### src/pkg/dssc_consts.vh
`ifndef DSSC_CONSTS_VH
`define DSSC_CONSTS_VH

// Track geometry
`define DSSC_TRACKS 77
`define DSSC_TRK_W 7
`define DSSC_LABEL_TRACK 7'h00
`define DSSC_SPARE_LO 7'h4b
`define DSSC_SPARE_HI 7'h4c
`define DSSC_LAST_TRACK 7'h4c

// Motor geometry: 90 degrees per track, 1.8 degrees per step (tenths of a degree)
`define DSSC_DEG_PER_TRACK_X10 900
`define DSSC_DEG_PER_STEP_X10 18
`define DSSC_STEPS_PER_TRACK 50

// Timing
`define DSSC_CLK_MHZ 200
`define DSSC_TRACK_TIME_US 5000
`define DSSC_SETTLE_TIME_US 35000
`define DSSC_TRACK_CYC (`DSSC_TRACK_TIME_US * `DSSC_CLK_MHZ)
`define DSSC_SETTLE_CYC (`DSSC_SETTLE_TIME_US * `DSSC_CLK_MHZ)
`define DSSC_STEP_CYC (`DSSC_TRACK_CYC / `DSSC_STEPS_PER_TRACK)

// Phase pattern of the four winding halves {b_neg, b_pos, a_neg, a_pos}
`define DSSC_PH0 4'h1
`define DSSC_PH1 4'h4
`define DSSC_PH2 4'h2
`define DSSC_PH3 4'h8

`endif

### src/logic/dssc_phase_gen.v
`include "dssc_consts.vh"

module dssc_phase_gen
(
    // Clock and reset
    input wire clk_sys,
    input wire reset,
    // Step request
    input wire step_pulse,
    input wire step_inward,
    // Winding drive, one half of one pair energized
    output reg [3:0] winding_ff
);

reg [1:0] phase_ff;
reg [1:0] nxt_phase;

function [3:0] dssc_pattern;
    input [1:0] ph;
    begin
        case (ph)
            2'h0: dssc_pattern = `DSSC_PH0;
            2'h1: dssc_pattern = `DSSC_PH1;
            2'h2: dssc_pattern = `DSSC_PH2;
            default: dssc_pattern = `DSSC_PH3;
        endcase
    end
endfunction

always @*
begin
    nxt_phase = phase_ff;
    if (step_pulse)
    begin
        // Phase order picks the direction; forward order turns the rotor clockwise (inward)
        if (step_inward)
            nxt_phase = phase_ff + 2'h1;
        else
            nxt_phase = phase_ff - 2'h1;
    end
end

always @(posedge clk_sys)
begin
    if (reset)
    begin
        phase_ff <= 2'h0;
        winding_ff <= `DSSC_PH0;
    end
    else
    begin
        phase_ff <= nxt_phase;
        // Always one half of one pair on, so the rotor stays detented between steps
        winding_ff <= dssc_pattern(nxt_phase);
    end
end

endmodule // dssc_phase_gen

### src/logic/dssc_seek_ctrl.v
// Summary of operation
// - Address 77 tracks per side, track 00 outermost, numbers rising toward hub.
// - Track 00 is the label track; data accesses to it are refused.
// - Tracks 75 and 76 take data only as substitutes for damaged tracks.
// - A single-sided medium blocks every read or write to side two.
// - Both sides at one carriage position form a cylinder, reachable without stepping.
// - Direction of travel is set by the order windings are energized.
// - Only one half of each winding pair is energized at a time.
// - One track is 90 degrees of rotation, 1.8 degrees per step pulse.
// - Clockwise steps move inward to higher tracks; reverse order moves outward.
// - Each track takes 5 ms; 35 ms settling follows the last track.
// - Windings stay energized between steps to hold the rotor detent.
`include "dssc_consts.vh"

module dssc_seek_ctrl
#(
    parameter STEP_CYC = `DSSC_STEP_CYC,
    parameter SETTLE_CYC = `DSSC_SETTLE_CYC,
    parameter STEPS_PER_TRACK = `DSSC_STEPS_PER_TRACK
)
(
    // Clock and reset
    input wire clk_sys,
    input wire reset,
    // Seek request from the adapter
    input wire seek_req,
    input wire [6:0] seek_track,
    input wire seek_spare_ok,
    // Access request from the adapter
    input wire access_req,
    input wire access_side,
    input wire access_label,
    // Media sensing pin
    input wire single_sided_in,
    // Seek answer
    output reg seek_busy_ff,
    output reg seek_done_ff,
    output reg seek_err_ff,
    output reg [6:0] cur_track_ff,
    // Access answer
    output reg access_ok_ff,
    output reg access_deny_ff,
    output reg head_side_ff,
    output reg single_sided_ff,
    // Stepper windings
    output wire [3:0] winding
);

localparam ST_IDLE = 3'b001;
localparam ST_STEP = 3'b010;
localparam ST_SETTLE = 3'b100;

reg [2:0] state_ff;
reg [2:0] nxt_state;
reg [6:0] target_ff;
reg [6:0] nxt_target;
reg dir_in_ff;
reg nxt_dir_in;
reg [31:0] tmr_ff;
reg [31:0] nxt_tmr;
reg [7:0] stepcnt_ff;
reg [7:0] nxt_stepcnt;
reg [6:0] nxt_cur_track;
reg nxt_busy;
reg nxt_done;
reg nxt_err;
reg step_pulse;
reg [2:0] ss_sync_ff;
reg nxt_access_ok;
reg nxt_access_deny;
reg nxt_head_side;

// Track is a legal seek target: in range, and spares only when substituting
function dssc_track_legal;
    input [6:0] trk;
    input spare_ok;
    begin
        if (trk > `DSSC_LAST_TRACK)
            dssc_track_legal = 1'b0;
        else if ((trk == `DSSC_SPARE_LO || trk == `DSSC_SPARE_HI) && !spare_ok)
            dssc_track_legal = 1'b0;
        else
            dssc_track_legal = 1'b1;
    end
endfunction

dssc_phase_gen u_phase
(
    .clk_sys(clk_sys),
    .reset(reset),
    .step_pulse(step_pulse),
    .step_inward(dir_in_ff),
    .winding_ff(winding)
);

// Media sense pin: three stages, a change is taken when stages two and three agree
always @(posedge clk_sys)
begin
    if (reset)
    begin
        ss_sync_ff <= 3'h0;
        single_sided_ff <= 1'b0;
    end
    else
    begin
        ss_sync_ff <= {ss_sync_ff[1:0], single_sided_in};
        if (ss_sync_ff[1] == ss_sync_ff[2])
            single_sided_ff <= ss_sync_ff[2];
    end
end

always @*
begin
    nxt_state = state_ff;
    nxt_target = target_ff;
    nxt_dir_in = dir_in_ff;
    nxt_tmr = tmr_ff;
    nxt_stepcnt = stepcnt_ff;
    nxt_cur_track = cur_track_ff;
    nxt_busy = seek_busy_ff;
    nxt_done = 1'b0;
    nxt_err = 1'b0;
    step_pulse = 1'b0;
    case (state_ff)
        ST_IDLE:
        begin
            if (seek_req)
            begin
                if (!dssc_track_legal(seek_track, seek_spare_ok))
                begin
                    nxt_err = 1'b1;
                end
                else if (seek_track == cur_track_ff)
                begin
                    // Already on the cylinder: no motion, no settling needed
                    nxt_done = 1'b1;
                end
                else
                begin
                    nxt_target = seek_track;
                    nxt_dir_in = (seek_track > cur_track_ff);
                    nxt_tmr = 32'h0;
                    nxt_stepcnt = 8'h0;
                    nxt_busy = 1'b1;
                    nxt_state = ST_STEP;
                end
            end
        end
        ST_STEP:
        begin
            if (tmr_ff >= STEP_CYC - 1)
            begin
                nxt_tmr = 32'h0;
                step_pulse = 1'b1;
                if (stepcnt_ff == STEPS_PER_TRACK - 1)
                begin
                    // 50 steps of 1.8 degrees make the 90 degrees of one track
                    nxt_stepcnt = 8'h0;
                    if (dir_in_ff)
                        nxt_cur_track = cur_track_ff + 7'h01;
                    else
                        nxt_cur_track = cur_track_ff - 7'h01;
                    if (nxt_cur_track == target_ff)
                        nxt_state = ST_SETTLE;
                end
                else
                begin
                    nxt_stepcnt = stepcnt_ff + 8'h01;
                end
            end
            else
            begin
                nxt_tmr = tmr_ff + 32'h1;
            end
        end
        ST_SETTLE:
        begin
            // Carriage still ringing; done is held back until the full interval ends
            if (tmr_ff >= SETTLE_CYC - 1)
            begin
                nxt_tmr = 32'h0;
                nxt_busy = 1'b0;
                nxt_done = 1'b1;
                nxt_state = ST_IDLE;
            end
            else
            begin
                nxt_tmr = tmr_ff + 32'h1;
            end
        end
        default:
        begin
            nxt_state = ST_IDLE;
            nxt_busy = 1'b0;
        end
    endcase
end

// Access checks: label track, blank side of single-sided media, busy carriage
always @*
begin
    nxt_access_ok = 1'b0;
    nxt_access_deny = 1'b0;
    nxt_head_side = head_side_ff;
    if (access_req)
    begin
        if (seek_busy_ff)
            nxt_access_deny = 1'b1;
        else if (cur_track_ff == `DSSC_LABEL_TRACK && !access_label)
            nxt_access_deny = 1'b1;
        else if (access_side && single_sided_ff)
            nxt_access_deny = 1'b1;
        else
        begin
            // Side select is a head switch only, so the cylinder needs no step
            nxt_access_ok = 1'b1;
            nxt_head_side = access_side;
        end
    end
end

always @(posedge clk_sys)
begin
    if (reset)
    begin
        state_ff <= ST_IDLE;
        target_ff <= `DSSC_LABEL_TRACK;
        dir_in_ff <= 1'b0;
        tmr_ff <= 32'h0;
        stepcnt_ff <= 8'h0;
        cur_track_ff <= `DSSC_LABEL_TRACK;
        seek_busy_ff <= 1'b0;
        seek_done_ff <= 1'b0;
        seek_err_ff <= 1'b0;
        access_ok_ff <= 1'b0;
        access_deny_ff <= 1'b0;
        head_side_ff <= 1'b0;
    end
    else
    begin
        state_ff <= nxt_state;
        target_ff <= nxt_target;
        dir_in_ff <= nxt_dir_in;
        tmr_ff <= nxt_tmr;
        stepcnt_ff <= nxt_stepcnt;
        cur_track_ff <= nxt_cur_track;
        seek_busy_ff <= nxt_busy;
        seek_done_ff <= nxt_done;
        seek_err_ff <= nxt_err;
        access_ok_ff <= nxt_access_ok;
        access_deny_ff <= nxt_access_deny;
        head_side_ff <= nxt_head_side;
    end
end

endmodule // dssc_seek_ctrl

### config.mk
export PLATFORM = sky130hd
export DESIGN_NAME = dssc_seek_ctrl
export DESIGN_NICKNAME = d
export VERILOG_FILES = /design/src/logic/dssc_phase_gen.v /design/src/logic/dssc_seek_ctrl.v
export VERILOG_INCLUDE_DIRS = /design/src /design/src/pkg
export SDC_FILE = /design/constraint.sdc
export NUM_CORES = 1
export LEC_CHECK = 0
export ABC_AREA = 1
export BUFFER_PORTS_ARGS = -buffer_cell sky130_fd_sc_hd__buf_2
export CAP_MARGIN = 5
export CORE_MARGIN = 3
export CORE_UTILIZATION = 45
export CTS_CLUSTER_DIAMETER = 30
export DETAILED_ROUTE_END_ITERATION = 8
export PLACE_DENSITY = 0.62
export SLEW_MARGIN = 0
export SYNTH_ARGS = -nofsm -noshare
export SYNTH_HDL_FRONTEND = slang
export SYNTH_SLANG_ARGS = --single-unit
### constraint.sdc
create_clock -name clk_sys -period 2.1 [get_ports clk_sys]
set_input_delay 0.105 -clock clk_sys [delete_from_list [all_inputs] [get_ports clk_sys]]
set_output_delay 0.105 -clock clk_sys [all_outputs]
set_load 0.02 [all_outputs]
== Word-level counts from Yosys, hierarchy flattened ==
Index checks and enable logic that the tools add are counted.

* Register bits: 74
* Output and inout bits: 18
* Word-level logic and storage cells: 120

* $add $sub $neg: 6
* Magnitude comparators: 4
* Equality and inequality tests: 18
* Muxes and demuxes: 48
* Bitwise logic cells: 8
* Reduce and logical (&&, ||, !) cells: 20

{| class="wikitable"
|+ Operator list
! kind !! count
|-
| $mux W32 || 5
|-
| $pmux W32 S3 || 1
|-
| $mux W8 || 5
|-
| $add A32 B1 Y32 const B || 1
|-
| $ge A32 B15 Y1 const B || 1
|-
| $ge A32 B23 Y1 const B || 1
|-
| $mux W7 || 4
|-
| $mux W3 || 7
|-
| $mux W1 || 19
|-
| $pmux W8 S2 || 1
|-
| $eq A7 B7 Y1 || 2
|-
| $eq A7 B7 Y1 const B || 2
|-
| $ne A2 B2 Y1 const B || 7
|-
| $pmux W4 S3 || 1
|-
| $reduce_and A4 Y1 || 3
|-
| $reduce_and A5 Y1 || 2
|-
| $pmux W3 S3 || 1
|-
| $add A8 B1 Y8 const B || 1
|-
| $eq A8 B6 Y1 const B || 1
|-
| $not A1 Y1 || 8
|-
| $add A7 B1 Y7 const B || 1
|-
| $gt A7 B7 Y1 || 1
|-
| $gt A7 B7 Y1 const B || 1
|-
| $logic_not A7 Y1 || 1
|-
| other kinds (23) || 27
|}

== Depth between registers and ports, before layout ==
* Depth in word-level cells: 10
* Depth in mapped cells: 19

== Hierarchy ==
A second synthesis with hierarchy kept.

* Cells, all modules: 604
* Area, all modules: 4227.8 um^2

{| class="wikitable"
|+ By module, submodules not included
! module !! instances !! cells each !! area each (um^2) !! seq. area each (um^2)
|-
| dssc_seek_ctrl || 1 || 573 || 3995.1 || 1361.3
|-
| dssc_phase_gen || 1 || 31 || 232.7 || 120.1
|}

== Worst setup path after synthesis ==
No wires, ideal clock.

* Path type: reg2reg
* From: register cur_track_ff[6]
* To: register tmr_ff[11]
* Setup time: 110 ps
* Data arrival time: 2059 ps
* Data required time: 1990 ps
* Slack: -69 ps
* Stages on the path, launching flop included: 14
* Clock period less this slack: 2169 ps
* Cells stage by stage: dfxtp_1 inv_1 ha_1 nand2_1 nand3b_1 inv_1 nor2_1 nand3_4 nand3_2 inv_2 buf_2 a22o_1 nand2_1 inv_1

* Longest elaborated chain between the ends: 3

{| class="wikitable"
|+ Ends and longest elaborated chain
! element !! RTL line !! RTL
|-
| from (decl) || dssc_seek_ctrl.v:39 || <nowiki>output reg [6:0] cur_track_ff,</nowiki>
|-
| from (signal assigned) || dssc_seek_ctrl.v:231 || <nowiki>cur_track_ff <= `DSSC_LABEL_TRACK;</nowiki>
|-
| from (signal assigned) || dssc_seek_ctrl.v:246 || <nowiki>cur_track_ff <= nxt_cur_track;</nowiki>
|-
| $eq A7 B7 Y1 || dssc_seek_ctrl.v:133 || <nowiki>else if (seek_track == cur_track_ff)</nowiki>
|-
| $ne A2 B2 Y1 (no source line) || - ||
|-
| $reduce_and A4 Y1 (no source line) || - ||
|-
| to (signal assigned) || dssc_seek_ctrl.v:244 || <nowiki>tmr_ff <= nxt_tmr;</nowiki>
|-
| to (decl) || dssc_seek_ctrl.v:59 || <nowiki>reg [31:0] tmr_ff;</nowiki>
|}

Every way passes these cells.
A chain may end at the register's enable or synchronous reset.

== Worst setup path after layout ==
* From: register dir_in_ff
* To: register state_ff[2]

* Longest elaborated chain between the ends: 7

{| class="wikitable"
|+ Ends and longest elaborated chain
! element !! RTL line !! RTL
|-
| from (decl) || dssc_seek_ctrl.v:57 || <nowiki>reg dir_in_ff;</nowiki>
|-
| from (signal assigned) || dssc_seek_ctrl.v:243 || <nowiki>dir_in_ff <= nxt_dir_in;</nowiki>
|-
| $mux W7 || dssc_seek_ctrl.v:159 || <nowiki>if (dir_in_ff)</nowiki>
|-
| $mux W7 || dssc_seek_ctrl.v:155 || <nowiki>if (stepcnt_ff == STEPS_PER_TRACK - 1)</nowiki>
|-
| $mux W7 || dssc_seek_ctrl.v:151 || <nowiki>if (tmr_ff >= STEP_CYC - 1)</nowiki>
|-
| $mux W7 || dssc_seek_ctrl.v:124 || <nowiki>case (state_ff)</nowiki>
|-
| $eq A7 B7 Y1 || dssc_seek_ctrl.v:163 || <nowiki>if (nxt_cur_track == target_ff)</nowiki>
|-
| $ne A2 B2 Y1 (no source line) || - ||
|-
| $reduce_and A7 Y1 (no source line) || - ||
|-
| to (signal assigned) || dssc_seek_ctrl.v:241 || <nowiki>state_ff <= nxt_state;</nowiki>
|-
| to (decl) || dssc_seek_ctrl.v:53 || <nowiki>reg [2:0] state_ff;</nowiki>
|}

Every way passes these cells. The select of a mux whose other input is x is not followed.

==> impl_metrics.csv <==
group,metric,value,unit
yosys,synth-adder-area-share,4.93,%
power_and_ir_drop,power.density,791,nW/µm²
yosys,synth_most_common_cell,"nand2_1",
yosys,synth_edf_count,0,
detailed_routing,vias,4016,
global_routing,grt_util_all_layers,20.5,%
clock_tree,cts_setup_buffers,0,
global_routing,grt_max_degree,35,
setup_path,regToRegSetupSlack,0.04,ns
sta,hold_slack,0.0588,ns
placed_design,placed_area,4610,µm²
yosys,async_flop_share,0,%
clock_tree,clkLatencyLatePin,0.34,ns
setup_path,worstRegToRegCells,13,
placed_design,place_congestion,0.944,
yosys,synth_top_cell_by_area,"dfxtp_1",
flow_run,maxCapViolations,0,
layout,fillCellCount,888,
detailed_routing,route.met3.wl,390,µm
sta,fin_crit_sh,98.3,%
sta,layout_setup_ws,0.0356,ns
layout,drive_gt1_share,18.4,%
detailed_routing,final_antenna_net_count,0,
detailed_routing,dr.max_layer_used,"met4",
detailed_routing,routedWlPerCell,13.0,µm
die,start_util,47.4,%
hold_path,min_to,"head_side_ff",
die,die_w,103,µm
hold_path,hold_start,"access_side",
detailed_routing,drtPass1Iterations,5,
clock_tree,clkTransAtPathRegs,0.08,ns
yosys,synth_top_cells_by_area,"dfxtp_1 (35%), nand2_1 (12%), inv_1 (7.6%)",
clock_tree,htree_num_levels,3,
power_and_ir_drop,cellLeakagePower,2.22,nW
die,io_pins,33,
clock_tree,cts_tree,"done",
layout,n_antenna_cell,0,
sta,rsz0062_at_grt,"true",
hold_path,hold_class,"input pin to flip-flop",
detailed_routing,wl_met2,4.89,mm
yosys,synth_seq_cells,74,
yosys,yosys-top-cells-count,"nand2_1 (133), inv_1 (85), dfxtp_1 (74)",
setup_path,required,2.37,ns
sta,finalClockSkew,0.00771,ns
yosys,yosysTopAreaCellShare,35.2,%
yosys,syn_avg_cell_area,6.93,µm²
power_and_ir_drop,combPwrFrac,27.6,%
setup_path,cp-end-kind,"flip-flop",
power_and_ir_drop,power_switching,0.00132,W
sta,fin_crit,2.06,ns
yosys,synth_cells,608,
setup_path,worstSetupPathType,"flip-flop to flip-flop",
clock_tree,cts_buffers,9,
sta,slew_headroom,42.3,%
yosys,synth_xor_area_share,4.34,%
sta,fmax,484,MHz
detailed_routing,wl_met1,4.66,mm
setup_path,worstPathArrival,2.34,ns
detailed_routing,drt_iter0_drc,156,
outcome,status,"finished, final reports clean",
die,dieArea,10600,µm²
yosys,synth_compound_area_share,11.6,%
power_and_ir_drop,pwr-share-clk,31.8,%
layout,stdcell_area,4920,µm²
die,fp.coreArea,8890,µm²
clock_tree,cts.sinks,74,
placed_design,port-buffer-count,32,
setup_path,rr_startpoint,"dir_in_ff",
yosys,synthesis.area,4210,µm²
clock_tree,root_buffer,"clkbuf_8",
detailed_routing,drc,0,
power_and_ir_drop,seqPwrFrac,40.7,%
placed_design,dp_hpwl,7.56,mm
sta,final_max_slew_viol_count,0,
clock_tree,cts_buffer_depth,2,
global_routing,grt-ovfl-total,0,
placed_design,pre_cts_slack,-0.123,ns
power_and_ir_drop,internal_power,0.00258,W
yosys,syn_nets,639,
die,die_y,103,µm
yosys,synth_seq_area_share,35.2,%
global_routing,grt_pass1_wl,17.5,mm
layout,area_growth,16.9,%
setup_path,start_kind,"flip-flop",
detailed_routing,finalWirelength,10.0,mm
setup_path,r2r_end,"state_ff[2]",
layout,layout.nets,690,
global_routing,grt_pass1_vias,3824,
layout,final_core_util,55.4,%
hold_path,worstHoldPathCells,3,
yosys,synthSimpleGateAreaFrac,33.7,%
power_and_ir_drop,peakVddDrop,0.403,mV
yosys,yosysWarnings,0,
power_and_ir_drop,swShare,33.9,%
sta,hold_viol,0,
yosys,synth_top_family_by_area,"simple AND/OR/NAND/NOR gates",
global_routing,antenna_found_initial,0,
sta,finalSetupViolCount,0,
yosys,synthMuxAreaShare,0,%
yosys,synthDistinctLibCells,47,
yosys,ys.flop_type,"dfxtp_1",
detailed_routing,viasPerCell,5.20,
sta,tightest_slew,0.865,ns
die,rows,34,
setup_path,cp_max_fo,7,
metal layers:
layer	vias to the layer above	global-route usage (%)
met3	10	4.19
met5	-	0
li1	2085	-
met2	68	35.1
met1	1853	26.6
met4	0	4.88
registers in the layout, summed over array words and instances (netlist names):
| register | count |
|---|---|
| head_side_ff | 1 |
| target_ff | 7 |
| u_phase.phase_ff | 2 |
| ss_sync_ff | 3 |
| access_deny_ff | 1 |
| seek_busy_ff | 1 |
| stepcnt_ff | 8 |
| single_sided_ff | 1 |
| dir_in_ff | 1 |
| seek_done_ff | 1 |
| state_ff | 3 |
| access_ok_ff | 1 |
| cur_track_ff | 7 |
| seek_err_ff | 1 |
| u_phase.winding_ff | 4 |
| tmr_ff | 32 |
kinds of logic after synthesis:
logic type      count (synthesis)
buf+inv                       109
fa+ha+maj                      16
xor+xnor                       20
flops                          74
simple gates                  300
compound gates                 89
stage by stage:
stage / setup TNS (ns) / total power [W] / instances
2_1_floorplan: 0 / 0.00234 / 608
3_3_place_gp: -0.196 / 0.00262 / 754
3_5_place_dp: -0.219 / 0.00264 / 754
4_1_cts: 0 / 0.00390 / 772
5_1_grt: -0.282 / 0.00413 / 772
6_report: 0 / 0.00389 / 772
worst max-delay path: stages, from the launching register on:
cell     delay [ns]
dfxtp_2        0.36
inv_4          0.06
fa_2           0.56
xnor2_1        0.12
nand4_1        0.11
nor2_1         0.16
nand2_1        0.08
nor2_2         0.14
nand3_2        0.09
nand2_2        0.08
nand2_1        0.05
nand2_1        0.05
nand2_1        0.05
nor2_1         0.08
cells in the final DEF, fill, tap and decap left out, types with 3 or more instances in the layout:
| cell type | instances |
|---|---|
| a211oi_1 | 3 |
| a21oi_1 | 39 |
| buf_2 | 32 |
| buf_4 | 21 |
| clkbuf_8 | 9 |
| dfxtp_1 | 65 |
| dfxtp_2 | 8 |
| ha_1 | 12 |
| inv_1 | 83 |
| inv_2 | 5 |
| inv_4 | 3 |
| nand2_1 | 131 |
| nand2_2 | 8 |
| nand3_1 | 41 |
| nand3b_1 | 4 |
| nand4_1 | 12 |
| nor2_1 | 55 |
| nor2_2 | 6 |
| nor3_1 | 17 |
| nor4_1 | 8 |
| o21ai_0 | 24 |
| o21ai_1 | 8 |
| o22ai_1 | 7 |
| xnor2_1 | 5 |
| xor2_1 | 14 |
worst max-delay path by stage:
stage                     from     endpoint  slack (ns)  cells past startpoint
4_1_cts        cur_track_ff[0]  state_ff[2]        0.02                     12
6_report             dir_in_ff  state_ff[2]        0.04                     13
3_3_place_gp         dir_in_ff  state_ff[2]       -0.11                     13
2_1_floorplan  cur_track_ff[3]   tmr_ff[11]      0.0005                     14
5_1_grt              dir_in_ff  state_ff[2]       -0.14                     17
3_5_place_dp         dir_in_ff  state_ff[2]       -0.12                     13
layout make-up:
type                       instances  area (µm²)  area share, %
multi-input combinational        425        2350           47.7
sequential                        74        1500           30.4
timing repair buffer              57         369           7.49
inverter                          92         358           7.27
tap                              108         135           2.74
clock buffer                      10         128           2.59
clock inverter                     6        90.1           1.83
power groups by stage:
stage	clock network, W	logic, W	registers [W]
after global routing	0.00133	0.00120	0.00160
after CTS	0.00127	0.00105	0.00158
after detailed placement	0	0.00103	0.00161
after floorplan	0	0.000721	0.00162
after global placement	0	0.00101	0.00161
final	0.00124	0.00107	0.00158
timing repair:
action                     CTS  global route
gates resized for setup      6            19
hold buffers                 2             0
hold endpoints to repair     2             0
setup endpoints to repair    2            39
pin swaps                    2             6
No activity file was read; power rests on OpenSTA's default activity.
